File: src/rtl/distance_pd_pkg.sv
// Constants, field layout and state codes of the distance process data port.
// Assumes a single 10 MHz system clock shared by every module that imports it.
package distance_pd_pkg;
    // ****************************************************************
    // Timing
    // ****************************************************************
    localparam int CLK_HZ          = 10_000_000;
    localparam int READY_TIME_MS   = 2000;
    localparam int READY_CYCLES    = READY_TIME_MS * (CLK_HZ / 1000);
    localparam int POLL_MIN_US     = 4000;
    localparam int POLL_MIN_CYCLES = POLL_MIN_US * (CLK_HZ / 1_000_000);
    localparam int COM2_BAUD       = 38400;
    localparam int BOOT_WAIT       = 2;
    // ****************************************************************
    // Process data word layout
    // ****************************************************************
    localparam int PD_W       = 32;
    localparam int DIST_LSB   = 0;
    localparam int DIST_W     = 27;
    localparam int SPARE_LSB  = 27;
    localparam int SPARE_W    = 2;
    localparam int SW3_BIT    = 29;
    localparam int SW2_BIT    = 30;
    localparam int SW1_BIT    = 31;
    localparam int FIFO_DEPTH = 32;
    localparam int REFL_W     = 2;
    localparam int CNT_W      = 26;
    localparam int POLL_W     = 17;
    // ****************************************************************
    // Run states
    // ****************************************************************
    typedef enum logic [2:0] {
        ST_BOOT = 3'b001,
        ST_IDLE = 3'b010,
        ST_MEAS = 3'b100
    } run_state_e;
endpackage

File: src/rtl/distance_pd_port.sv
// Device-side process data port of a laser distance sensor.
// Assumes the measuring core, the link layer and the setting store share clk_sys;
// only the saved autostart level comes from outside and is synchronised.
// Summary of operation
// - Laser starts at power-up only when an active state was saved.
// - Ready is reported about two seconds after power is applied.
// - A saved running measurement resumes at power-up without any command.
// - Process data is one 32-bit word, device to master only.
// - The word holds a 27-bit integer and three boolean fields.
// - Bits 0 to 26 carry signed distance in tenths of a millimetre.
// - Switch state 3 in bit 29, 2 in bit 30, 1 in bit 31.
// - Reflection indicator is driven per measurement and lights on measurement start.
// - Parameter, identification and diagnosis traffic never interrupts process data.
// - Master can back up and restore the device parameters.
module distance_pd_port
    import distance_pd_pkg::*;
#(
    parameter int READY_CNT = READY_CYCLES,
    parameter int POLL_CNT  = POLL_MIN_CYCLES,
    parameter int DEPTH     = FIFO_DEPTH
) (
    input  wire logic              clk_sys,
    input  wire logic              rst_n,
    input  wire logic              nvAutostart,
    input  wire logic              activeMeasurementCommand,
    input  wire logic              stopCommand,
    input  wire logic              paramSave,
    input  wire logic              measValid,
    output logic                   measReady,
    input  wire logic [DIST_W-1:0] measDist,
    input  wire logic              limitSwitchState1,
    input  wire logic              limitSwitchState2,
    input  wire logic              limitSwitchState3,
    input  wire logic [REFL_W-1:0] reflStrength,
    output logic                   pdValid,
    input  wire logic              pdReady,
    output logic      [PD_W-1:0]   pdData,
    input  wire logic              dsBackupReq,
    output logic                   dsBackupValid,
    output logic                   dsBackupAutostart,
    input  wire logic              dsRestoreValid,
    input  wire logic              dsRestoreAutostart,
    output logic                   nvSaveStrobe,
    output logic                   laserOn,
    output logic                   deviceReady,
    output logic                   signalLedOn,
    output logic      [REFL_W-1:0] signalLevel,
    output logic                   pollTooFast
);
    initial begin
        if (READY_CNT < 2 || READY_CNT >= (1 << CNT_W)) begin
            $error("distance_pd_port: READY_CNT out of range");
        end
        if (POLL_CNT < 2 || POLL_CNT >= (1 << POLL_W)) begin
            $error("distance_pd_port: POLL_CNT out of range");
        end
    end

    // ****************************************************************
    // State
    // ****************************************************************
    typedef struct packed {
        run_state_e        state;
        logic [1:0]        bootCnt;
        logic [CNT_W-1:0]  readyCnt;
        logic              ready;
        logic              savedAuto;
        logic              signalOn;
        logic [REFL_W-1:0] level;
        logic [POLL_W-1:0] pollCnt;
        logic              popSeen;
        logic              pollErr;
        logic              bkValid;
        logic              nvSave;
    } port_s;

    port_s             st_r;
    port_s             st_nxt;
    logic              autoSync;
    logic [PD_W-1:0]   pdWord;
    logic              pushValid;
    logic              pushReady;
    logic              pop;

    sync_2ff #(
        .WIDTH (1)
    ) u_auto_sync (
        .clk_sys (clk_sys),
        .rst_n   (rst_n),
        .asyncIn (nvAutostart),
        .syncOut (autoSync)
    );

    // ****************************************************************
    // Word packing
    // ****************************************************************
    always_comb begin
        pdWord                           = '0;
        pdWord[DIST_LSB +: DIST_W]       = measDist;
        pdWord[SPARE_LSB +: SPARE_W]     = '0;
        pdWord[SW3_BIT]                  = limitSwitchState3;
        pdWord[SW2_BIT]                  = limitSwitchState2;
        pdWord[SW1_BIT]                  = limitSwitchState1;
    end

    // Samples are taken only while the laser runs; a full queue stalls the core.
    assign pushValid = measValid && (st_r.state == ST_MEAS);
    assign measReady = pushReady && (st_r.state == ST_MEAS);
    assign pop       = pdValid && pdReady;

    pd_fifo #(
        .WIDTH (PD_W),
        .DEPTH (DEPTH)
    ) u_pd_fifo (
        .clk_sys  (clk_sys),
        .rst_n    (rst_n),
        .inValid  (pushValid),
        .inReady  (pushReady),
        .inData   (pdWord),
        .outValid (pdValid),
        .outReady (pdReady),
        .outData  (pdData)
    );

    // ****************************************************************
    // Next state
    // ****************************************************************
    always_comb begin
        st_nxt         = st_r;
        st_nxt.bkValid = 1'b0;
        st_nxt.nvSave  = 1'b0;
        // Readiness runs from power-up regardless of what the laser does.
        if (!st_r.ready) begin
            if (st_r.readyCnt == CNT_W'(READY_CNT - 1)) begin
                st_nxt.ready = 1'b1;
            end else begin
                st_nxt.readyCnt = st_r.readyCnt + 1'b1;
            end
        end
        case (st_r.state)
            // The synchroniser needs two edges to fill after reset, hence the short boot wait.
            ST_BOOT: begin
                if (st_r.bootCnt == 2'(BOOT_WAIT)) begin
                    st_nxt.savedAuto = autoSync;
                    if (autoSync) begin
                        st_nxt.state    = ST_MEAS;
                        st_nxt.signalOn = 1'b1;
                    end else begin
                        st_nxt.state = ST_IDLE;
                    end
                end else begin
                    st_nxt.bootCnt = st_r.bootCnt + 1'b1;
                end
            end
            ST_IDLE: begin
                if (activeMeasurementCommand) begin
                    st_nxt.state    = ST_MEAS;
                    st_nxt.signalOn = 1'b1;
                end
            end
            ST_MEAS: begin
                if (stopCommand) begin
                    st_nxt.state    = ST_IDLE;
                    st_nxt.signalOn = 1'b0;
                end
            end
            default: begin
                st_nxt.state = ST_IDLE;
            end
        endcase
        // The indicator follows the sample actually queued, so a stalled core cannot skew it.
        if (pushValid && pushReady) begin
            st_nxt.level = reflStrength;
        end
        // Acyclic services touch only the setting store, never the queue.
        if (st_r.state != ST_BOOT) begin
            if (dsRestoreValid) begin
                st_nxt.savedAuto = dsRestoreAutostart;
                st_nxt.nvSave    = 1'b1;
            end else if (paramSave) begin
                st_nxt.savedAuto = (st_r.state == ST_MEAS);
                st_nxt.nvSave    = 1'b1;
            end
            st_nxt.bkValid = dsBackupReq;
        end
        // Poll spacing monitor; the counter saturates so long gaps stay legal.
        if (pop) begin
            if (st_r.popSeen && st_r.pollCnt < POLL_W'(POLL_CNT)) begin
                st_nxt.pollErr = 1'b1;
            end
            st_nxt.popSeen = 1'b1;
            st_nxt.pollCnt = POLL_W'(1);
        end else if (st_r.pollCnt != '1) begin
            st_nxt.pollCnt = st_r.pollCnt + 1'b1;
        end
    end

    always_ff @(posedge clk_sys or negedge rst_n) begin
        if (!rst_n) begin
            st_r       <= '0;
            st_r.state <= ST_BOOT;
        end else begin
            st_r <= st_nxt;
        end
    end

    // ****************************************************************
    // Outputs
    // ****************************************************************
    assign laserOn           = st_r.state == ST_MEAS;
    assign deviceReady       = st_r.ready;
    assign signalLedOn       = st_r.signalOn;
    assign signalLevel       = st_r.level;
    assign dsBackupValid     = st_r.bkValid;
    assign dsBackupAutostart = st_r.savedAuto;
    assign nvSaveStrobe      = st_r.nvSave;
    assign pollTooFast       = st_r.pollErr;
endmodule // distance_pd_port

File: src/rtl/pd_fifo.sv
// Synchronous FIFO with valid/ready on both sides.
// Assumes one clock; depth must be a power of two.
module pd_fifo #(
    parameter int WIDTH = 32,
    parameter int DEPTH = 32
) (
    input  wire logic             clk_sys,
    input  wire logic             rst_n,
    input  wire logic             inValid,
    output logic                  inReady,
    input  wire logic [WIDTH-1:0] inData,
    output logic                  outValid,
    input  wire logic             outReady,
    output logic      [WIDTH-1:0] outData
);
    localparam int AW = $clog2(DEPTH);

    initial begin
        if (DEPTH < 2 || (1 << AW) != DEPTH) begin
            $error("pd_fifo: DEPTH must be a power of two of at least 2");
        end
    end

    typedef struct packed {
        logic [AW:0] wrPtr;
        logic [AW:0] rdPtr;
    } fifo_s;

    fifo_s            st_r;
    fifo_s            st_nxt;
    logic [WIDTH-1:0] mem [DEPTH];
    logic             push;
    logic             pop;

    assign inReady  = (st_r.wrPtr - st_r.rdPtr) != (AW+1)'(DEPTH);
    assign outValid = st_r.wrPtr != st_r.rdPtr;
    assign outData  = mem[st_r.rdPtr[AW-1:0]];
    assign push     = inValid && inReady;
    assign pop      = outValid && outReady;

    always_comb begin
        st_nxt = st_r;
        if (push) begin
            st_nxt.wrPtr = st_r.wrPtr + 1'b1;
        end
        if (pop) begin
            st_nxt.rdPtr = st_r.rdPtr + 1'b1;
        end
    end

    // The storage has no reset; only the pointers define what is valid.
    always_ff @(posedge clk_sys) begin
        if (push) begin
            mem[st_r.wrPtr[AW-1:0]] <= inData;
        end
    end

    always_ff @(posedge clk_sys or negedge rst_n) begin
        if (!rst_n) begin
            st_r <= '0;
        end else begin
            st_r <= st_nxt;
        end
    end
endmodule // pd_fifo

File: src/rtl/sync_2ff.sv
// Two-flop synchroniser for levels arriving from outside the clock domain.
// Assumes the input is a slow level; pulses shorter than one cycle may be lost.
module sync_2ff #(
    parameter int WIDTH = 1
) (
    input  wire logic             clk_sys,
    input  wire logic             rst_n,
    input  wire logic [WIDTH-1:0] asyncIn,
    output logic      [WIDTH-1:0] syncOut
);
    typedef struct packed {
        logic [WIDTH-1:0] meta;
        logic [WIDTH-1:0] stable;
    } sync_s;

    sync_s st_r;
    sync_s st_nxt;

    always_comb begin
        st_nxt.meta   = asyncIn;
        st_nxt.stable = st_r.meta;
    end

    always_ff @(posedge clk_sys or negedge rst_n) begin
        if (!rst_n) begin
            st_r <= '0;
        end else begin
            st_r <= st_nxt;
        end
    end

    assign syncOut = st_r.stable;
endmodule // sync_2ff

File: config.mk
export PLATFORM = sky130hd
export DESIGN_NAME = distance_pd_port
export DESIGN_NICKNAME = d
export VERILOG_FILES = /design/src/rtl/distance_pd_pkg.sv /design/src/rtl/distance_pd_port.sv /design/src/rtl/pd_fifo.sv /design/src/rtl/sync_2ff.sv
export SDC_FILE = /design/constraint.sdc
export NUM_CORES = 1
export LEC_CHECK = 0
export BUFFER_PORTS_ARGS = -buffer_cell sky130_fd_sc_hd__buf_2
export CORE_MARGIN = 1.5
export CORE_UTILIZATION = 45
export CTS_CLUSTER_DIAMETER = 30
export CTS_CLUSTER_SIZE = 16
export DETAILED_ROUTE_END_ITERATION = 8
export PLACE_DENSITY = 0.63
export SYNTH_ARGS = -nofsm -noshare
export SYNTH_HDL_FRONTEND = slang
export SYNTH_HIERARCHICAL = 1
export SYNTH_SLANG_ARGS = --single-unit
File: constraint.sdc
create_clock -name clk_sys -period 4.79 [get_ports clk_sys]
set_input_delay 0.2395 -clock clk_sys [delete_from_list [all_inputs] [get_ports clk_sys]]
set_output_delay 0.2395 -clock clk_sys [all_outputs]
set_load 0.1 [all_outputs]
==> impl_metrics.yaml <==
status:
  status: "completed"
sta:
  final.min_clock_period_ps: 4520
  hold_violations: 0
  fin_setup_tns_ps: 0
  slew_headroom_pct: 12.0
  worst_slack_ps: 270
  clock_skew_ps: 25.0
  fmaxAchievable_mhz: 221
  whs_ps: 47.6
  rsz0062_at_grt: "no"
  tightest_slew_ps: 1320
  setup_violations: 0
  fin_crit_sh_pct: 94.4
  slew_viol_final: 0
critical_path:
  crit_arrival_ps: 4280
  critPathBufInv: 3
  critPathCaptureType: "output port"
  required_ps: 4550
  worst-path-max-fanout: 58
  worstPathCellList: "buf_4 > buf_4 > mux4_2 > mux4_2 > nand2_1 > nand2_1 > buf_2"
  ff2ff_path_depth: 9
  cp_slowest_stage_delay_ps: 830
  r2r_setup_slack_ps: 930
  path_delay_family: "buffers and inverters"
  critPathKind: "flop to output port"
  crit_slowest_cell: "buf_4"
  r2r-start: "u_pd_fifo/st_r[4]"
  cp.depth: 7
  cp-start-kind: "flop"
  r2r_end: "u_pd_fifo/mem[10][0]"
die:
  placementRows: 112
  chipHeight_um: 311
  die_area_mm2: 0.0968
  top_level_ports: 86
  die_w_um: 311
  core_area_mm2: 0.0937
  start_util_pct: 45.6
cells_and_area:
  area_growth_pct: 20.8
  fill_cells: 6966
  utilization_pct: 55.1
  layout_commonest_cell: "edfxtp_1"
  diodes: 0
  instances_no_fill: 3645
  drive_gt1_share_pct: 33.6
  final_area_mm2: 0.0516
  fin_nets: 2295
  final_cell_mix: "edfxtp_1 (1,024), mux4_2 (320), clkbuf_16 (182)"
pwr:
  p_leak_nw: 17.0
  p_total_mw: 33.4
  ir_worst_vdd_v: 0.000884
  p_per_area_mw_per_mm2: 647
clock_network:
  clk-insertion-delay-late_ps: 760
  clockBufferDepth: 3
  cts-buffers-inserted: 180
  cts_tree: "yes"
  postCtsSetupRepairBufs: 0
  clk_pin_slew_ps: 60
  clock-root-buffer: "clkbuf_16"
  cts.sink_count: 1095
  htreeDepth: 4
detailed_routing:
  drc: 0
  avgRoutedWirePerCell_um: 26.7
  vias: 20800
  first_pass_iters: 5
  viasPerCell: 5.71
  postRouteAntennaNets: 0
  routed_wl_um: 97400
  drtIter0Drc: 2178
place:
  pre_cts_ws_ps: 910
  io_buffers: 85
  gp_congestion: 0.836
  dp_hpwl_um: 55100
  dp_cells: 3285
  dpl-instance-area_mm2: 0.0452
synth:
  synth.avg_cell_area_um2: 22.1
  ys.flop_type: "edfxtp_1"
  synth-seq-area-share_pct: 76.1
  synth_top_family_by_area: "multiplexers"
  synthArstFlopShare_pct: 6.48
  synth_xor_area_share_pct: 0.861
  yosys_warnings: 6
  synth_compound_area_share_pct: 0.834
  synthAdderAreaFrac_pct: 0.410
  synthCells: 1930
  synth_area_mm2: 0.0427
  synthSimpleGateAreaFrac_pct: 3.17
  synth_mux_area_share_pct: 17.1
  synth_seq_cells: 1095
  synth_cell_types: 67
  synth_edf_count: 1024
hold_path:
  hold_start: "measDist[9]"
  hold_depth: 1
  hold_class: "primary input to flop"
  min_to: "u_pd_fifo/mem[9][9]"
global_route:
  grt_util_all_layers_pct: 20.5
  grt_pass1_wl_um: 146000
  grt_max_degree: 108
  grt_pass1_vias: 21900
  antenna_found_initial: 1
  grt_overflow_total: 0
job:
  cap_violations: 0
-- power by group --
part / internal, mW / switching, mW / total, mW / leakage [nW]
clock: 8.35 / 4.61 / 13.0 / 3.00
combinational: 3.35 / 6.36 / 9.71 / 3.89
sequential: 10.7 / 0.0999 / 10.8 / 10.1
total: 22.4 / 11.1 / 33.4 / 17.0
-- metal layers --
metal  routed length, um  track usage [%]  share of wire [%]
met3                6250             3.57                6.4
met1               41700             29.5                 43
met5                   0                0                  0
met4                1910             6.05                2.0
met2               47600             32.4                 49
-- worst max path at each step --
stage / startpoint / end / slack [ps]
3_3_place_gp: u_pd_fifo/st_r[4] / u_pd_fifo/mem[10][30] / 890
2_1_floorplan: u_pd_fifo/st_r[2] / u_pd_fifo/mem[28][0] / 500
5_1_grt: u_pd_fifo/st_r[1] / pdData[2] / 150
3_5_place_dp: u_pd_fifo/st_r[4] / u_pd_fifo/mem[7][10] / 910
4_1_cts: u_pd_fifo/st_r[1] / pdData[2] / 230
6_report: u_pd_fifo/st_r[1] / pdData[2] / 270
-- state kept, by name (all words and copies together), names as in the netlist, 2 cells and up --
register,count
signalLevel,2
u_pd_fifo/mem,1024
u_pd_fifo/st_r,12
st_r,49
-- cell families after synthesis --
| logic type | Yosys count |
|---|---|
| mux | 330 |
| flops | 1095 |
| fa+ha+maj | 14 |
| buf+inv | 111 |
| other cells | 1 |
| compound gates | 49 |
| xor+xnor | 42 |
| simple gates | 288 |
-- final cells by class --
class / count / area, um2 / share of cell area, %
Clock buffer: 211 / 4700 / 9.11
Tap cell: 1254 / 1570 / 3.04
Clock inverter: 124 / 1500 / 2.91
Multi-Input combinational cell: 787 / 10100 / 19.5
Inverter: 18 / 70.1 / 0.136
Sequential cell: 1095 / 32500 / 63.0
Timing Repair Buffer: 156 / 1180 / 2.29
-- repair_timing --
item | in CTS | in global routing
hold buffers | 25 | 0
resized for setup | 0 | 0
endpoints found under the hold margin | 213 | 0
-- synthesized netlist by cell type (all sizes together), types with 2 or more instances --
cell    instances  area share [%]
mux2            5            0.14
nor2           64            0.56
or3             4           0.059
and3            4           0.061
or4             6            0.11
edfxtp       1024              72
nor4           12            0.23
nand2b          8            0.12
nand2         121             1.1
o211ai          5            0.16
o31ai           4           0.070
xnor2          33            0.68
or2             3           0.044
buf            56             1.0
and2            5           0.073
o21ai           9            0.11
clkbuf         37            0.32
nand4          13            0.19
o21a            2           0.035
dfrtp          70             4.1
nor3           11            0.13
mux2i           5            0.12
a21oi          13            0.16
nor2b           6           0.088
inv            17            0.15
nand3b          4           0.070
nand3          21            0.25
mux4          320              17
xor2            9            0.18
ha             14            0.41
a21boi          3           0.053
(Power assumes the default switching activity.)
